`src/rtl/adcctl_defs.svh`:
```
// Register offsets, field positions, reset values and source and layout codes of the control
`ifndef ADCCTL_DEFS_SVH
`define ADCCTL_DEFS_SVH

`define ADCCTL_OFF_CTRL 8'h00
`define ADCCTL_OFF_CFG 8'h04
`define ADCCTL_OFF_RESULT 8'h08
`define ADCCTL_OFF_IRQ_STATUS 8'h0C
`define ADCCTL_OFF_IRQ_MASK 8'h10
`define ADCCTL_OFF_STATUS 8'h14

`define ADCCTL_BIT_ON 15
`define ADCCTL_BIT_IDLE_STOP 13
`define ADCCTL_BIT_DMA_ORDER 12
`define ADCCTL_BIT_WIDE 10
`define ADCCTL_BIT_LAYOUT_HI 9
`define ADCCTL_BIT_LAYOUT_LO 8
`define ADCCTL_BIT_TRIG_HI 7
`define ADCCTL_BIT_TRIG_LO 5
`define ADCCTL_BIT_PAR_HOLD 3
`define ADCCTL_BIT_AUTO 2
`define ADCCTL_BIT_ACQ 1
`define ADCCTL_BIT_DONE 0

`define ADCCTL_BIT_EXT_FALL 2
`define ADCCTL_BIT_STIME_LO 8
`define ADCCTL_BIT_STIME_HI 15

`define ADCCTL_IRQ_DONE 0
`define ADCCTL_IRQ_MISS 1

`define ADCCTL_TRIG_SW 3'h0
`define ADCCTL_TRIG_EXT 3'h1
`define ADCCTL_TRIG_TIMER 3'h2
`define ADCCTL_TRIG_AUTO 3'h7

`define ADCCTL_LAYOUT_INT 2'h0
`define ADCCTL_LAYOUT_SIGNED 2'h1

`define ADCCTL_RST_CTRL 16'h0000
`define ADCCTL_RST_CHPS 2'h0
`define ADCCTL_RST_STIME 8'h04
`define ADCCTL_RST_IRQ 2'h0

`endif

```
`src/rtl/adcctl_pkg.sv`:
```
// Types shared by the converter control modules
`default_nettype none
package adcctl_pkg;
	typedef enum logic [1:0] {
		ADCCTL_HOLD,
		ADCCTL_SAMPLE,
		ADCCTL_START,
		ADCCTL_WAIT
	} adcctl_state_t;
endpackage
`default_nettype wire

```
`src/rtl/adcctl_top.sv`:
```
// Sample and conversion control with its APB register file
`include "adcctl_defs.svh"
`default_nettype none
module adcctl_top
	import adcctl_pkg::*;
#(
	parameter int NCH = 4,
	parameter int STW = 8
)
(
	input wire logic pclk,
	input wire logic presetn,
	input wire logic psel,
	input wire logic penable,
	input wire logic pwrite,
	input wire logic [7:0] paddr,
	input wire logic [31:0] pwdata,
	output logic [31:0] prdata,
	output logic pready,
	output logic pslverr,
	output logic irq,
	input wire logic external_irq_pin,
	input wire logic timer_compare,
	output logic [NCH-1:0] hold_sample,
	output logic conv_start,
	output logic [1:0] conv_channel,
	output logic conv_wide,
	input wire logic conv_done,
	input wire logic [11:0] conv_data
);
	adcctl_state_t state_reg;
	adcctl_state_t state_next;

	logic conv_on_reg;
	logic idle_stop_reg;
	logic dma_order_reg;
	logic wide_resolution_select;
	logic [1:0] result_layout;
	logic [2:0] trigger_source_select;
	logic par_hold_reg;
	logic auto_acquire_restart;
	logic done_reg;
	logic done_next;
	logic [1:0] channel_count_select;
	logic ext_fall_reg;
	logic [STW-1:0] sample_time_reg;
	logic [15:0] result_reg;
	logic [1:0] irq_status_reg;
	logic [1:0] irq_status_next;
	logic [1:0] irq_mask_reg;
	logic [1:0] ch_reg;
	logic [1:0] ch_next;
	logic [31:0] prdata_reg;
	logic trig;
	logic missed;
	logic [15:0] formatted;

	// Bus decode
	wire setup = psel & ~penable;
	wire access = psel & penable;
	wire wr = access & pwrite;
	wire hit_ctrl = (paddr == `ADCCTL_OFF_CTRL);
	wire hit_cfg = (paddr == `ADCCTL_OFF_CFG);
	wire hit_res = (paddr == `ADCCTL_OFF_RESULT);
	wire hit_ists = (paddr == `ADCCTL_OFF_IRQ_STATUS);
	wire hit_imask = (paddr == `ADCCTL_OFF_IRQ_MASK);
	wire hit_sts = (paddr == `ADCCTL_OFF_STATUS);
	wire mapped = hit_ctrl | hit_cfg | hit_res | hit_ists | hit_imask
		| hit_sts;
	wire wr_ctrl = wr & hit_ctrl;
	wire wr_cfg = wr & hit_cfg;
	wire wr_ists = wr & hit_ists;
	wire wr_imask = wr & hit_imask;

	// Channel plan
	wire par_hold_eff = par_hold_reg & ~wide_resolution_select
		& (channel_count_select != 2'h0);
	wire [1:0] last_ch;
	assign last_ch = wide_resolution_select ? 2'h0
		: channel_count_select[1] ? 2'h3
		: channel_count_select[0] ? 2'h1 : 2'h0;
	wire last_conv = (ch_reg == last_ch);

	// State and acquire handshake
	wire sampling = (state_reg == ADCCTL_SAMPLE);
	wire acquire_active = sampling;
	wire w_acq = pwdata[`ADCCTL_BIT_ACQ];
	// Writes of one only start sampling from hold, so a busy converter
	// is never disturbed by a stray acquire request
	wire sw_start = wr_ctrl & w_acq & (state_reg == ADCCTL_HOLD);
	wire sw_end = wr_ctrl & ~w_acq;
	wire conv_begin = (state_reg == ADCCTL_START);
	wire conv_end = (state_reg == ADCCTL_WAIT) & conv_done;
	wire restart = auto_acquire_restart & conv_on_reg;
	// A write that switches the converter on may start sampling at once
	wire on_eff = wr_ctrl ? pwdata[`ADCCTL_BIT_ON] : conv_on_reg;

	adcctl_trigger #(
		.STW(STW)
	) u_trigger (
		.pclk(pclk),
		.presetn(presetn),
		.trigger_source_select(trigger_source_select),
		.sampling(sampling),
		.sw_end(sw_end),
		.external_irq_pin(external_irq_pin),
		.ext_falling(ext_fall_reg),
		.timer_compare(timer_compare),
		.sample_time(sample_time_reg),
		.trig(trig),
		.missed(missed)
	);

	adcctl_format u_format (
		.wide(wide_resolution_select),
		.layout(result_layout),
		.raw(conv_data),
		.result(formatted)
	);

	always_comb begin
		state_next = state_reg;
		ch_next = ch_reg;
		case (state_reg)
			ADCCTL_HOLD: begin
				if (on_eff & (sw_start | auto_acquire_restart)) begin
					state_next = ADCCTL_SAMPLE;
				end
			end
			ADCCTL_SAMPLE: begin
				if (trig) begin
					state_next = ADCCTL_START;
					ch_next = 2'h0;
				end
			end
			ADCCTL_START: begin
				state_next = ADCCTL_WAIT;
			end
			ADCCTL_WAIT: begin
				if (conv_done & ~last_conv) begin
					state_next = ADCCTL_START;
					ch_next = ch_reg + 2'h1;
				end else if (conv_done & restart) begin
					state_next = ADCCTL_SAMPLE;
				end else if (conv_done) begin
					state_next = ADCCTL_HOLD;
				end
			end
			default: begin
				state_next = ADCCTL_HOLD;
			end
		endcase
		if (!on_eff) begin
			state_next = ADCCTL_HOLD;
		end
	end

	// Sample/hold gates, one per channel
	genvar gi;
	generate
		for (gi = 0; gi < NCH; gi++) begin : g_hold
			wire in_plan = (gi <= 32'(last_ch));
			// Sequential mode keeps later channels tracking until
			// their own conversion takes the hold
			wire later = ~par_hold_eff & (gi > 32'(ch_reg))
				& (state_reg != ADCCTL_HOLD);
			assign hold_sample[gi] = conv_on_reg & in_plan
				& (sampling | later);
		end
	endgenerate

	assign conv_start = conv_begin;
	assign conv_channel = ch_reg;
	assign conv_wide = wide_resolution_select;

	// Set wins over every clear of the completion flag
	always_comb begin
		done_next = done_reg;
		if (conv_begin) begin
			done_next = 1'b0;
		end else if (wr_ctrl & ~pwdata[`ADCCTL_BIT_DONE]) begin
			done_next = 1'b0;
		end
		if (conv_end) begin
			done_next = 1'b1;
		end
	end

	always_comb begin
		irq_status_next = irq_status_reg;
		if (wr_ists) begin
			irq_status_next = irq_status_reg & ~pwdata[1:0];
		end
		if (conv_end) begin
			irq_status_next[`ADCCTL_IRQ_DONE] = 1'b1;
		end
		if (missed) begin
			irq_status_next[`ADCCTL_IRQ_MISS] = 1'b1;
		end
	end

	assign irq = |(irq_status_reg & irq_mask_reg);

	// Readback views
	wire [15:0] ctrl_view = {conv_on_reg, 1'b0, idle_stop_reg,
		dma_order_reg, 1'b0, wide_resolution_select, result_layout,
		trigger_source_select, 1'b0,
		par_hold_reg & ~wide_resolution_select,
		auto_acquire_restart, acquire_active, done_reg};
	wire [15:0] cfg_view = {sample_time_reg, 5'h00, ext_fall_reg,
		channel_count_select};
	wire [31:0] rd_mux = hit_ctrl ? {16'h0000, ctrl_view}
		: hit_cfg ? {16'h0000, cfg_view}
		: hit_res ? {16'h0000, result_reg}
		: hit_ists ? {30'h00000000, irq_status_reg}
		: hit_imask ? {30'h00000000, irq_mask_reg}
		: hit_sts ? {29'h00000000, ~(sampling
			| (state_reg == ADCCTL_HOLD)), ch_reg}
		: 32'h00000000;

	assign prdata = prdata_reg;
	assign pready = 1'b1;
	assign pslverr = access & ~mapped;

	always_ff @(posedge pclk or negedge presetn) begin
		if (!presetn) begin
			state_reg <= ADCCTL_HOLD;
			ch_reg <= 2'h0;
			done_reg <= 1'b0;
			irq_status_reg <= `ADCCTL_RST_IRQ;
			prdata_reg <= 32'h00000000;
		end else begin
			state_reg <= state_next;
			ch_reg <= ch_next;
			done_reg <= done_next;
			irq_status_reg <= irq_status_next;
			if (setup & ~pwrite) begin
				prdata_reg <= rd_mux;
			end
		end
	end

	// Result updates on the same edge as the completion flag
	always_ff @(posedge pclk or negedge presetn) begin
		if (!presetn) begin
			result_reg <= 16'h0000;
		end else if (conv_end) begin
			result_reg <= formatted;
		end
	end

	always_ff @(posedge pclk or negedge presetn) begin
		if (!presetn) begin
			conv_on_reg <= 1'b0;
			idle_stop_reg <= 1'b0;
			dma_order_reg <= 1'b0;
			wide_resolution_select <= 1'b0;
			result_layout <= `ADCCTL_LAYOUT_INT;
			trigger_source_select <= `ADCCTL_TRIG_SW;
			par_hold_reg <= 1'b0;
			auto_acquire_restart <= 1'b0;
		end else if (wr_ctrl) begin
			conv_on_reg <= pwdata[`ADCCTL_BIT_ON];
			idle_stop_reg <= pwdata[`ADCCTL_BIT_IDLE_STOP];
			dma_order_reg <= pwdata[`ADCCTL_BIT_DMA_ORDER];
			wide_resolution_select <= pwdata[`ADCCTL_BIT_WIDE];
			result_layout <= pwdata[`ADCCTL_BIT_LAYOUT_HI:
				`ADCCTL_BIT_LAYOUT_LO];
			trigger_source_select <= pwdata[`ADCCTL_BIT_TRIG_HI:
				`ADCCTL_BIT_TRIG_LO];
			par_hold_reg <= pwdata[`ADCCTL_BIT_PAR_HOLD];
			auto_acquire_restart <= pwdata[`ADCCTL_BIT_AUTO];
		end
	end

	always_ff @(posedge pclk or negedge presetn) begin
		if (!presetn) begin
			channel_count_select <= `ADCCTL_RST_CHPS;
			ext_fall_reg <= 1'b0;
			sample_time_reg <= STW'(`ADCCTL_RST_STIME);
		end else if (wr_cfg) begin
			channel_count_select <= pwdata[1:0];
			ext_fall_reg <= pwdata[`ADCCTL_BIT_EXT_FALL];
			sample_time_reg <= pwdata[`ADCCTL_BIT_STIME_LO +: STW];
		end
	end

	always_ff @(posedge pclk or negedge presetn) begin
		if (!presetn) begin
			irq_mask_reg <= `ADCCTL_RST_IRQ;
		end else if (wr_imask) begin
			irq_mask_reg <= pwdata[1:0];
		end
	end
endmodule
`default_nettype wire

```
`src/rtl/adcctl_format.sv`:
```
// Result layout for 10-bit and 12-bit conversions
`include "adcctl_defs.svh"
`default_nettype none
module adcctl_format
	import adcctl_pkg::*;
(
	input wire logic wide,
	input wire logic [1:0] layout,
	input wire logic [11:0] raw,
	output logic [15:0] result
);
	wire signed_sel = (layout == `ADCCTL_LAYOUT_SIGNED);
	wire [15:0] int10 = {6'h00, raw[9:0]};
	wire [15:0] sgn10 = {{7{~raw[9]}}, raw[8:0]};
	wire [15:0] int12 = {4'h0, raw[11:0]};
	wire [15:0] sgn12 = {{5{~raw[11]}}, raw[10:0]};
	// Reserved layouts fall back to the plain integer form
	assign result = wide ? (signed_sel ? sgn12 : int12)
		: (signed_sel ? sgn10 : int10);
endmodule
`default_nettype wire

```
`src/rtl/adcctl_trigger.sv`:
```
// Trigger selection that ends sampling and starts conversion
`include "adcctl_defs.svh"
`default_nettype none
module adcctl_trigger
	import adcctl_pkg::*;
#(
	parameter int STW = 8
)
(
	input wire logic pclk,
	input wire logic presetn,
	input wire logic [2:0] trigger_source_select,
	input wire logic sampling,
	input wire logic sw_end,
	input wire logic external_irq_pin,
	input wire logic ext_falling,
	input wire logic timer_compare,
	input wire logic [STW-1:0] sample_time,
	output logic trig,
	output logic missed
);
	logic pin_reg;
	logic [STW-1:0] count_reg;
	logic [STW-1:0] count_next;

	wire pin_rise = external_irq_pin & ~pin_reg;
	wire pin_fall = ~external_irq_pin & pin_reg;
	wire pin_edge = ext_falling ? pin_fall : pin_rise;
	wire count_hit = (count_reg >= sample_time);
	wire sel_sw = (trigger_source_select == `ADCCTL_TRIG_SW);
	wire sel_ext = (trigger_source_select == `ADCCTL_TRIG_EXT);
	wire sel_tmr = (trigger_source_select == `ADCCTL_TRIG_TIMER);
	wire sel_auto = (trigger_source_select == `ADCCTL_TRIG_AUTO);
	// Codes 011 to 110 select nothing, so sampling never triggers and only ends when the converter is switched off
	wire raw_event = (sel_ext & pin_edge)
		| (sel_tmr & timer_compare);

	assign count_next = sampling ? count_reg + {{(STW-1){1'b0}}, 1'b1}
		: '0;
	assign trig = sampling & ((sel_sw & sw_end)
		| raw_event | (sel_auto & count_hit));
	assign missed = ~sampling & raw_event;

	always_ff @(posedge pclk or negedge presetn) begin
		if (!presetn) begin
			pin_reg <= 1'b0;
			count_reg <= '0;
		end else begin
			pin_reg <= external_irq_pin;
			count_reg <= count_next;
		end
	end
endmodule
`default_nettype wire

```
`config.mk`:
```
export PLATFORM = sky130hd
export DESIGN_NAME = adcctl_top
export DESIGN_NICKNAME = d
export VERILOG_FILES = /design/src/rtl/adcctl_pkg.sv /design/src/rtl/adcctl_top.sv /design/src/rtl/adcctl_format.sv /design/src/rtl/adcctl_trigger.sv
export VERILOG_INCLUDE_DIRS = /design/src /design/src/rtl
export SDC_FILE = /design/constraint.sdc
export NUM_CORES = 1
export LEC_CHECK = 0
export BUFFER_PORTS_ARGS = -buffer_cell sky130_fd_sc_hd__buf_4
export CAP_MARGIN = 40
export CORE_MARGIN = 2
export CORE_UTILIZATION = 39
export DETAILED_ROUTE_END_ITERATION = 8
export PLACE_DENSITY = 0.7
export SYNTH_ARGS = -nofsm -noshare
export SYNTH_HDL_FRONTEND = slang
export SYNTH_SLANG_ARGS = --single-unit
```
`constraint.sdc`:
```
create_clock -name pclk -period 6.7 [get_ports pclk]
set_clock_uncertainty 0.15 [all_clocks]
set_input_delay 0.335 -clock pclk [delete_from_list [all_inputs] [get_ports pclk]]
set_output_delay 0.335 -clock pclk [all_outputs]
set_load 0.03 [all_outputs]
```
==> results_dict.tcl, run 1 <==
set metrics [dict create \
    die_y_um 102 \
    cp.arrival_ns 2.60 \
    cts_buffers 9 \
    post_cts_resized 0 \
    max_freq_mhz 404 \
    slew_viol_final 0 \
    worst_skew_pair.late_latency_ns 0.35 \
    worst_slew_pin_slew_ns 0.831 \
    synthTopCellsByArea "dfrtp_1 (46%), mux2_2 (7.2%), nand2_1 (6.8%), ha_1 (4.7%), buf_4 (3.4%)" \
    finalCritPeriodShare 0.370 \
    root_buffer "clkbuf_8" \
    port_buffers 68 \
    netlist.area_leader.share 0.456 \
    switching_share 0.248 \
    cts_setup_buffers 0 \
    synth-compound-area-share 0.136 \
    endpoint_kind "register" \
    ant_nets 0 \
    synth.distinct_cells 54 \
    setup_tns_ns 0 \
    syn_inst 389 \
    synthMuxAreaShare 0.0885 \
    synth_fa_ha_area_frac 0.0469 \
    synthArstFlopShare 1.00 \
    drv_cap 0 \
    drive_above_1_share 0.267 \
    clockPowerShare 0.406 \
    grt_overflow_total 0 \
    relSlewSlack 0.445 \
    hold_viol 0 \
    antenna_found_initial 0 \
    fp.dieW_um 102 \
    largest_reg_flops 16 \
    switchingPower_w 0.000208 \
    syn2layout_area_growth_pct 20.9 \
    wl_per_cell_um 15.3 \
    ys_ff_latch 69 \
    power.density_mw_per_mm2 185 \
    grt_pass1_wl_mm 14.4 \
    initial_utilization 0.402 \
    r2r_slack_ns 4.22 \
    synth_top_family_by_area "simple AND/OR/NAND/NOR gates" \
    synth-edff-count 0 \
    placed_cell_area_mm2 0.00429 \
    netlist_area_mm2 0.00373 \
    status "complete, no violations" \
    hpwl_mm 6.69 \
    synthFlopType "dfrtp_1" \
    synth-simple-area-share 0.180 \
    grt_max_degree 52 \
    crit_fanout 4 \
    rr_worst_depth 7 \
    dr.pass1.iters 5 \
    vias 2972 \
    setup_viol 0 \
    routabilityCongestion 0.857 \
    min_path_type "in -> reg" \
    track_usage 0.183 \
    ys_seq_area_frac 0.463 \
    drcViolationCount 0 \
    core_mm2 0.00928 \
    n_antenna_cell 0 \
    power_frac_seq 0.508 \
    cts_buffer_depth 2 \
    first_iter_violations 153 \
    h-tree-depth 3 \
    routed_wl_mm 8.97 \
    cp-start-kind "register" \
    synth_top_area_cell "dfrtp_1" \
    cts_hold_buf 2 \
    syn_area_per_cell_um2 9.60 \
    pwr-share-comb 0.086 \
    peakVddDrop_mv 0.112 \
    cts.sinks 69 \
    period_needed_ns 2.48 \
    fin_nets 526 \
    post_drt_via_cell_ratio 5.07 \
    critPathRequiredTime_ns 6.82 \
    cts_tree "built" \
    p_leak_nw 2.19 \
    hold_path_depth 3 \
    grt_pass1_vias 2831 \
    p_int_w 0.000629 \
    criticalPathCategory "reg -> reg" \
    ys_warn_count 0 \
    final_cell_mix "nand2_1 (68), dfrtp_1 (68), buf_4 (68)" \
    row_count 35 \
    path_clk_slew_ns 0.07 \
    final_area_mm2 0.00451 \
    num_io_pins 103 \
    die_area_mm2 0.0104 \
    synth-xor-area-share 0.0141 \
    grt_setup_unrepaired "false" \
]
metrics by stage:
step / std cells / setup slack (ns) / util / hold slack (ns) / power (W)
finish: 586 / 4.22 / 0.486 / 0.0321 / 0.000836
global route: 586 / 4.07 / 0.486 / 0.0321 / 0.000871
CTS: 586 / 4.24 / 0.486 / 0.0223 / 0.000844
detailed placement: 568 / 4.11 / 0.463 / 0.0889 / 0.000505
global placement: 566 / 4.13 / 0.458 / 0.306 / 0.000501
floorplan: 404 / 4.23 / - / -0.111 / 0.000474
power by group through the flow:
stage	clock [W]	combinational (W)	sequential (W)
3_3_place_gp	0	0.0000685	0.000433
4_1_cts	0.000347	0.0000727	0.000425
3_5_place_dp	0	0.0000715	0.000433
5_1_grt	0.000366	0.0000793	0.000425
6_report	0.000340	0.0000718	0.000425
2_1_floorplan	0	0.0000421	0.000432
final cells by class:
| type | count | area (um2) |
|---|---|---|
| sequential | 69 | 1730 |
| clock inverter | 6 | 62.6 |
| fill | 900 | 4770 |
| inverter | 15 | 56.3 |
| tap | 129 | 161 |
| clock buffer | 10 | 138 |
| multi-input combinational | 285 | 1800 |
| timing repair buffer | 72 | 569 |
synthesized netlist by cell type, types with 5 or more instances:
cell,number
mux2_2,24
a21oi_1,24
nor2_1,26
inv_1,15
clkbuf_1,14
nor3_1,6
nand3_1,12
ha_1,14
buf_4,17
nand2b_1,7
and3_1,5
o21ai_0,17
mux2i_1,6
nand2_1,68
dfrtp_1,68
o31ai_1,7
metal layers:
metal	up-vias	wire length [um]	track usage
met2	84	4250	0.285
met4	0	193	0.0779
li1	1446	-	-
met1	1430	4100	0.256
met3	12	433	0.0294
met5	-	0	0
critical path: stages (launching register included):
cell and delay (ns):
dfrtp_1 0.42, ha_1 0.29, nand2b_1 0.14, a2111oi_0 0.51, nor3_1 0.12, or3_1 0.34, a21oi_2 0.24, a2bb2oi_1 0.19
path summary, 6_finish.rpt:
check	start	to
max in group asynchronous	presetn	result_layout[1]$_DFFE_PN0N_
hold / removal	pwdata[3]	par_hold_reg$_DFFE_PN0N_
setup reg to reg	sample_time_reg[0]$_DFFE_PN0P_	state_reg[0]$_DFFE_PN0P_
setup / recovery	sample_time_reg[0]$_DFFE_PN0P_	state_reg[0]$_DFFE_PN0P_
hold reg to reg	idle_stop_reg$_DFFE_PN0N_	idle_stop_reg$_DFFE_PN0N_
min in group asynchronous	presetn	u_trigger.count_reg[6]$_DFF_PN0_
kinds of logic (layout without fill, tap and decap cells):
family | count (synthesis) | after routing
mux | 30 | 30
simple gates | 141 | 141
buf+inv | 50 | 103
compound gates | 77 | 77
other cells | 2 | 17
xor+xnor | 6 | 6
fa+ha+maj | 14 | 14
flops | 69 | 69
Power figures use the tool's default switching activity.
==> run 2: changes to the inputs <==
- PLACE_DENSITY: 0.7 -> 0.73
- clock period: 6.7 -> 2.16 ns (I/O delays scaled with it)
==> run 2 against run 1 <==
Net effect:
- via count grew 11%
- non-clock buffer count grew 55
- utilization grew 6.2 points
- first-iteration DRC count grew 82%
- power grew to 3.3 times the previous value
- cell area grew 13%
- hold slack lost 0.0060 ns
- clock-buffer cell count grew 2
- critical path type unchanged
- largest cell class unchanged
==> results_dict.tcl, run 2 (synthesized netlist as in run 1, its figures left out) <==
set metrics [dict create \
    slew_viol_final 0 \
    ant_nets 0 \
    rr_worst_depth 7 \
    largest_reg_flops 16 \
    syn2layout_area_growth_pct 36.3 \
    num_io_pins 103 \
    r2r_start "sample_time_reg[0]$_DFFE_PN0P_" \
    power_frac_seq 0.473 \
    final_common_cell "buf_4" \
    cts.sinks 69 \
    dr.pass1.iters 5 \
    clockPowerShare 0.423 \
    hold_viol 0 \
    setup_tns_ns 0 \
    cp.buffers_inverters 0 \
    root_buffer "clkbuf_8" \
    cts_buffer_depth 2 \
    cp.arrival_ns 2.25 \
    min_path_type "in -> reg" \
    peakVddDrop_mv 0.298 \
    numPlacedInstances 587 \
    grt_overflow_total 0 \
    top_layer "met4" \
    m1WireLength_mm 4.62 \
    cp_top_family "compound AO/OA/AOI/OAI gates" \
    n_antenna_cell 0 \
    critPathRequiredTime_ns 2.29 \
    status "complete, no violations" \
    first_iter_violations 279 \
    cts_buffers 9 \
    endpoint_kind "register" \
    hold_path_depth 4 \
    routed_wl_mm 9.99 \
    drcViolationCount 0 \
    finalCritPeriodShare 0.982 \
    p_int_w 0.00212 \
    antenna_found_initial 0 \
    h-tree-depth 3 \
    fin_nets 581 \
    crit_path_max_incr_delay_ns 0.38 \
    drive_above_1_share 0.297 \
    track_usage 0.198 \
    max_freq_mhz 471 \
    grt_setup_unrepaired "true" \
    wl_met2_mm 4.71 \
    power.density_mw_per_mm2 547 \
    cpMaxStageDelayCell "dfrtp_1" \
    pwr-share-comb 0.103 \
    cp-start-kind "register" \
    hpwl_mm 7.06 \
    drv_cap 0 \
    die_y_um 102 \
    final_cell_mix "buf_4 (92), nand2_1 (68), dfrtp_1 (67)" \
    die_area_mm2 0.0104 \
    p_leak_nw 2.47 \
    fp.dieW_um 102 \
    r2r_slack_ns 0.04 \
    grt_max_degree 69 \
    wl_per_cell_um 15.6 \
    hold_path_end "irq_mask_reg[1]$_DFFE_PN0P_" \
    switching_share 0.240 \
    fin_ws_ns 0.0391 \
    worst_r2r_endpoint "conv_channel[1]$_DFFE_PN0P_" \
    initial_utilization 0.402 \
    fillerInstances 837 \
    worstPathCellList "ha_1 -> nand2b_4 -> a2111oi_4 -> nor3_2 -> or3_4 -> a21oi_4 -> a221o_1" \
    layout.cells.non_filler 641 \
    criticalPathCategory "reg -> reg" \
    setup_viol 0 \
    crit_fanout 4 \
    cts_tree "built" \
    dp_worst_setup_slack_ns -0.160 \
    min_from "paddr[0]" \
    core_mm2 0.00928 \
    worst_skew_pair.late_latency_ns 0.35 \
    period_needed_ns 2.12 \
    port_buffers 68 \
    routabilityCongestion 0.862 \
    wl_met3_um 568 \
    switchingPower_w 0.000669 \
    grt_pass1_vias 3200 \
    vias 3292 \
    path_clk_slew_ns 0.07 \
    post_drt_via_cell_ratio 5.14 \
    row_count 35 \
    grt_pass1_wl_mm 15.9 \
]
-- run 2: cell types whose count changed in the layout (fill, tap and decap cells not counted), sizes merged --
cell	previous run	this run
clkbuf	10	12
clkinvlp	3	1
buf	70	93
clkinv	2	1
dlygate4sd3	2	34
bufinv	1	2
-- run 2: power by group through the flow --
stage | combinational (W) | sequential (W) | clock, W
2_1_floorplan | 0.000131 | 0.00134 | 0
3_3_place_gp | 0.000222 | 0.00134 | 0
3_5_place_dp | 0.000233 | 0.00134 | 0
4_1_cts | 0.000283 | 0.00132 | 0.00119
5_1_grt | 0.000311 | 0.00132 | 0.00124
6_report | 0.000288 | 0.00132 | 0.00118
-- run 2: how the worst max path moves through the flow --
stage                                                start                           to  depth (start not counted)
after global routing        sample_time_reg[0]$_DFFE_PN0P_  conv_channel[1]$_DFFE_PN0P_                          7
final                       sample_time_reg[0]$_DFFE_PN0P_  conv_channel[1]$_DFFE_PN0P_                          7
after global placement      sample_time_reg[0]$_DFFE_PN0P_     state_reg[0]$_DFFE_PN0P_                          7
after detailed placement    sample_time_reg[0]$_DFFE_PN0P_     state_reg[0]$_DFFE_PN0P_                          7
after CTS                   sample_time_reg[0]$_DFFE_PN0P_     state_reg[0]$_DFFE_PN0P_                          7
after floorplan           u_trigger.count_reg[0]$_DFF_PN0_     state_reg[0]$_DFFE_PN0P_                          8
-- run 2: metrics by stage --
| step | hold slack (ns) | area (um2) | total power, W | util |
|---|---|---|---|---|
| CTS | 0.0126 | 5030 | 0.00279 | 0.542 |
| global placement | 0.0887 | 4410 | 0.00156 | 0.475 |
| finish | 0.0261 | 5090 | 0.00279 | 0.548 |
| global route | 0.0523 | 5090 | 0.00287 | 0.548 |
| floorplan | -0.338 | 3790 | 0.00147 | - |
| detailed placement | -0.243 | 4440 | 0.00158 | 0.478 |
-- run 2: final cells by class --
| cell class | instances | area [um2] | share of cell area |
|---|---|---|---|
| Clock inverter | 4 | 72.6 | 0.0143 |
| Tap cell | 129 | 161 | 0.0317 |
| Sequential cell | 69 | 1730 | 0.340 |
| Inverter | 15 | 56.3 | 0.0111 |
| Timing Repair Buffer | 127 | 1060 | 0.208 |
| Multi-Input combinational cell | 285 | 1860 | 0.366 |
| Clock buffer | 12 | 145 | 0.0285 |
-- run 2: metal layers --
layer / GRT usage / vias to the layer above
li1: - / 1556
met1: 0.277 / 1612
met2: 0.317 / 114
met3: 0.0369 / 10
met4: 0.0544 / 0
met5: 0 / -
-- run 2: tightest hold or removal path: cells and delay by family --
family,cells,cell delay [ns]
buf+inv,1,0.09
simple gates,2,0.14
mux,1,0.16
-- run 2: timing repair --
| action | CTS | global route |
|---|---|---|
| hold endpoints to repair | 112 | 0 |
| setup endpoints to repair | 5 | 5 |
| pin swaps | 5 | 2 |
| resized for setup | 5 | 6 |
| buffers inserted | 1 | 3 |
| hold buffers | 34 | 0 |
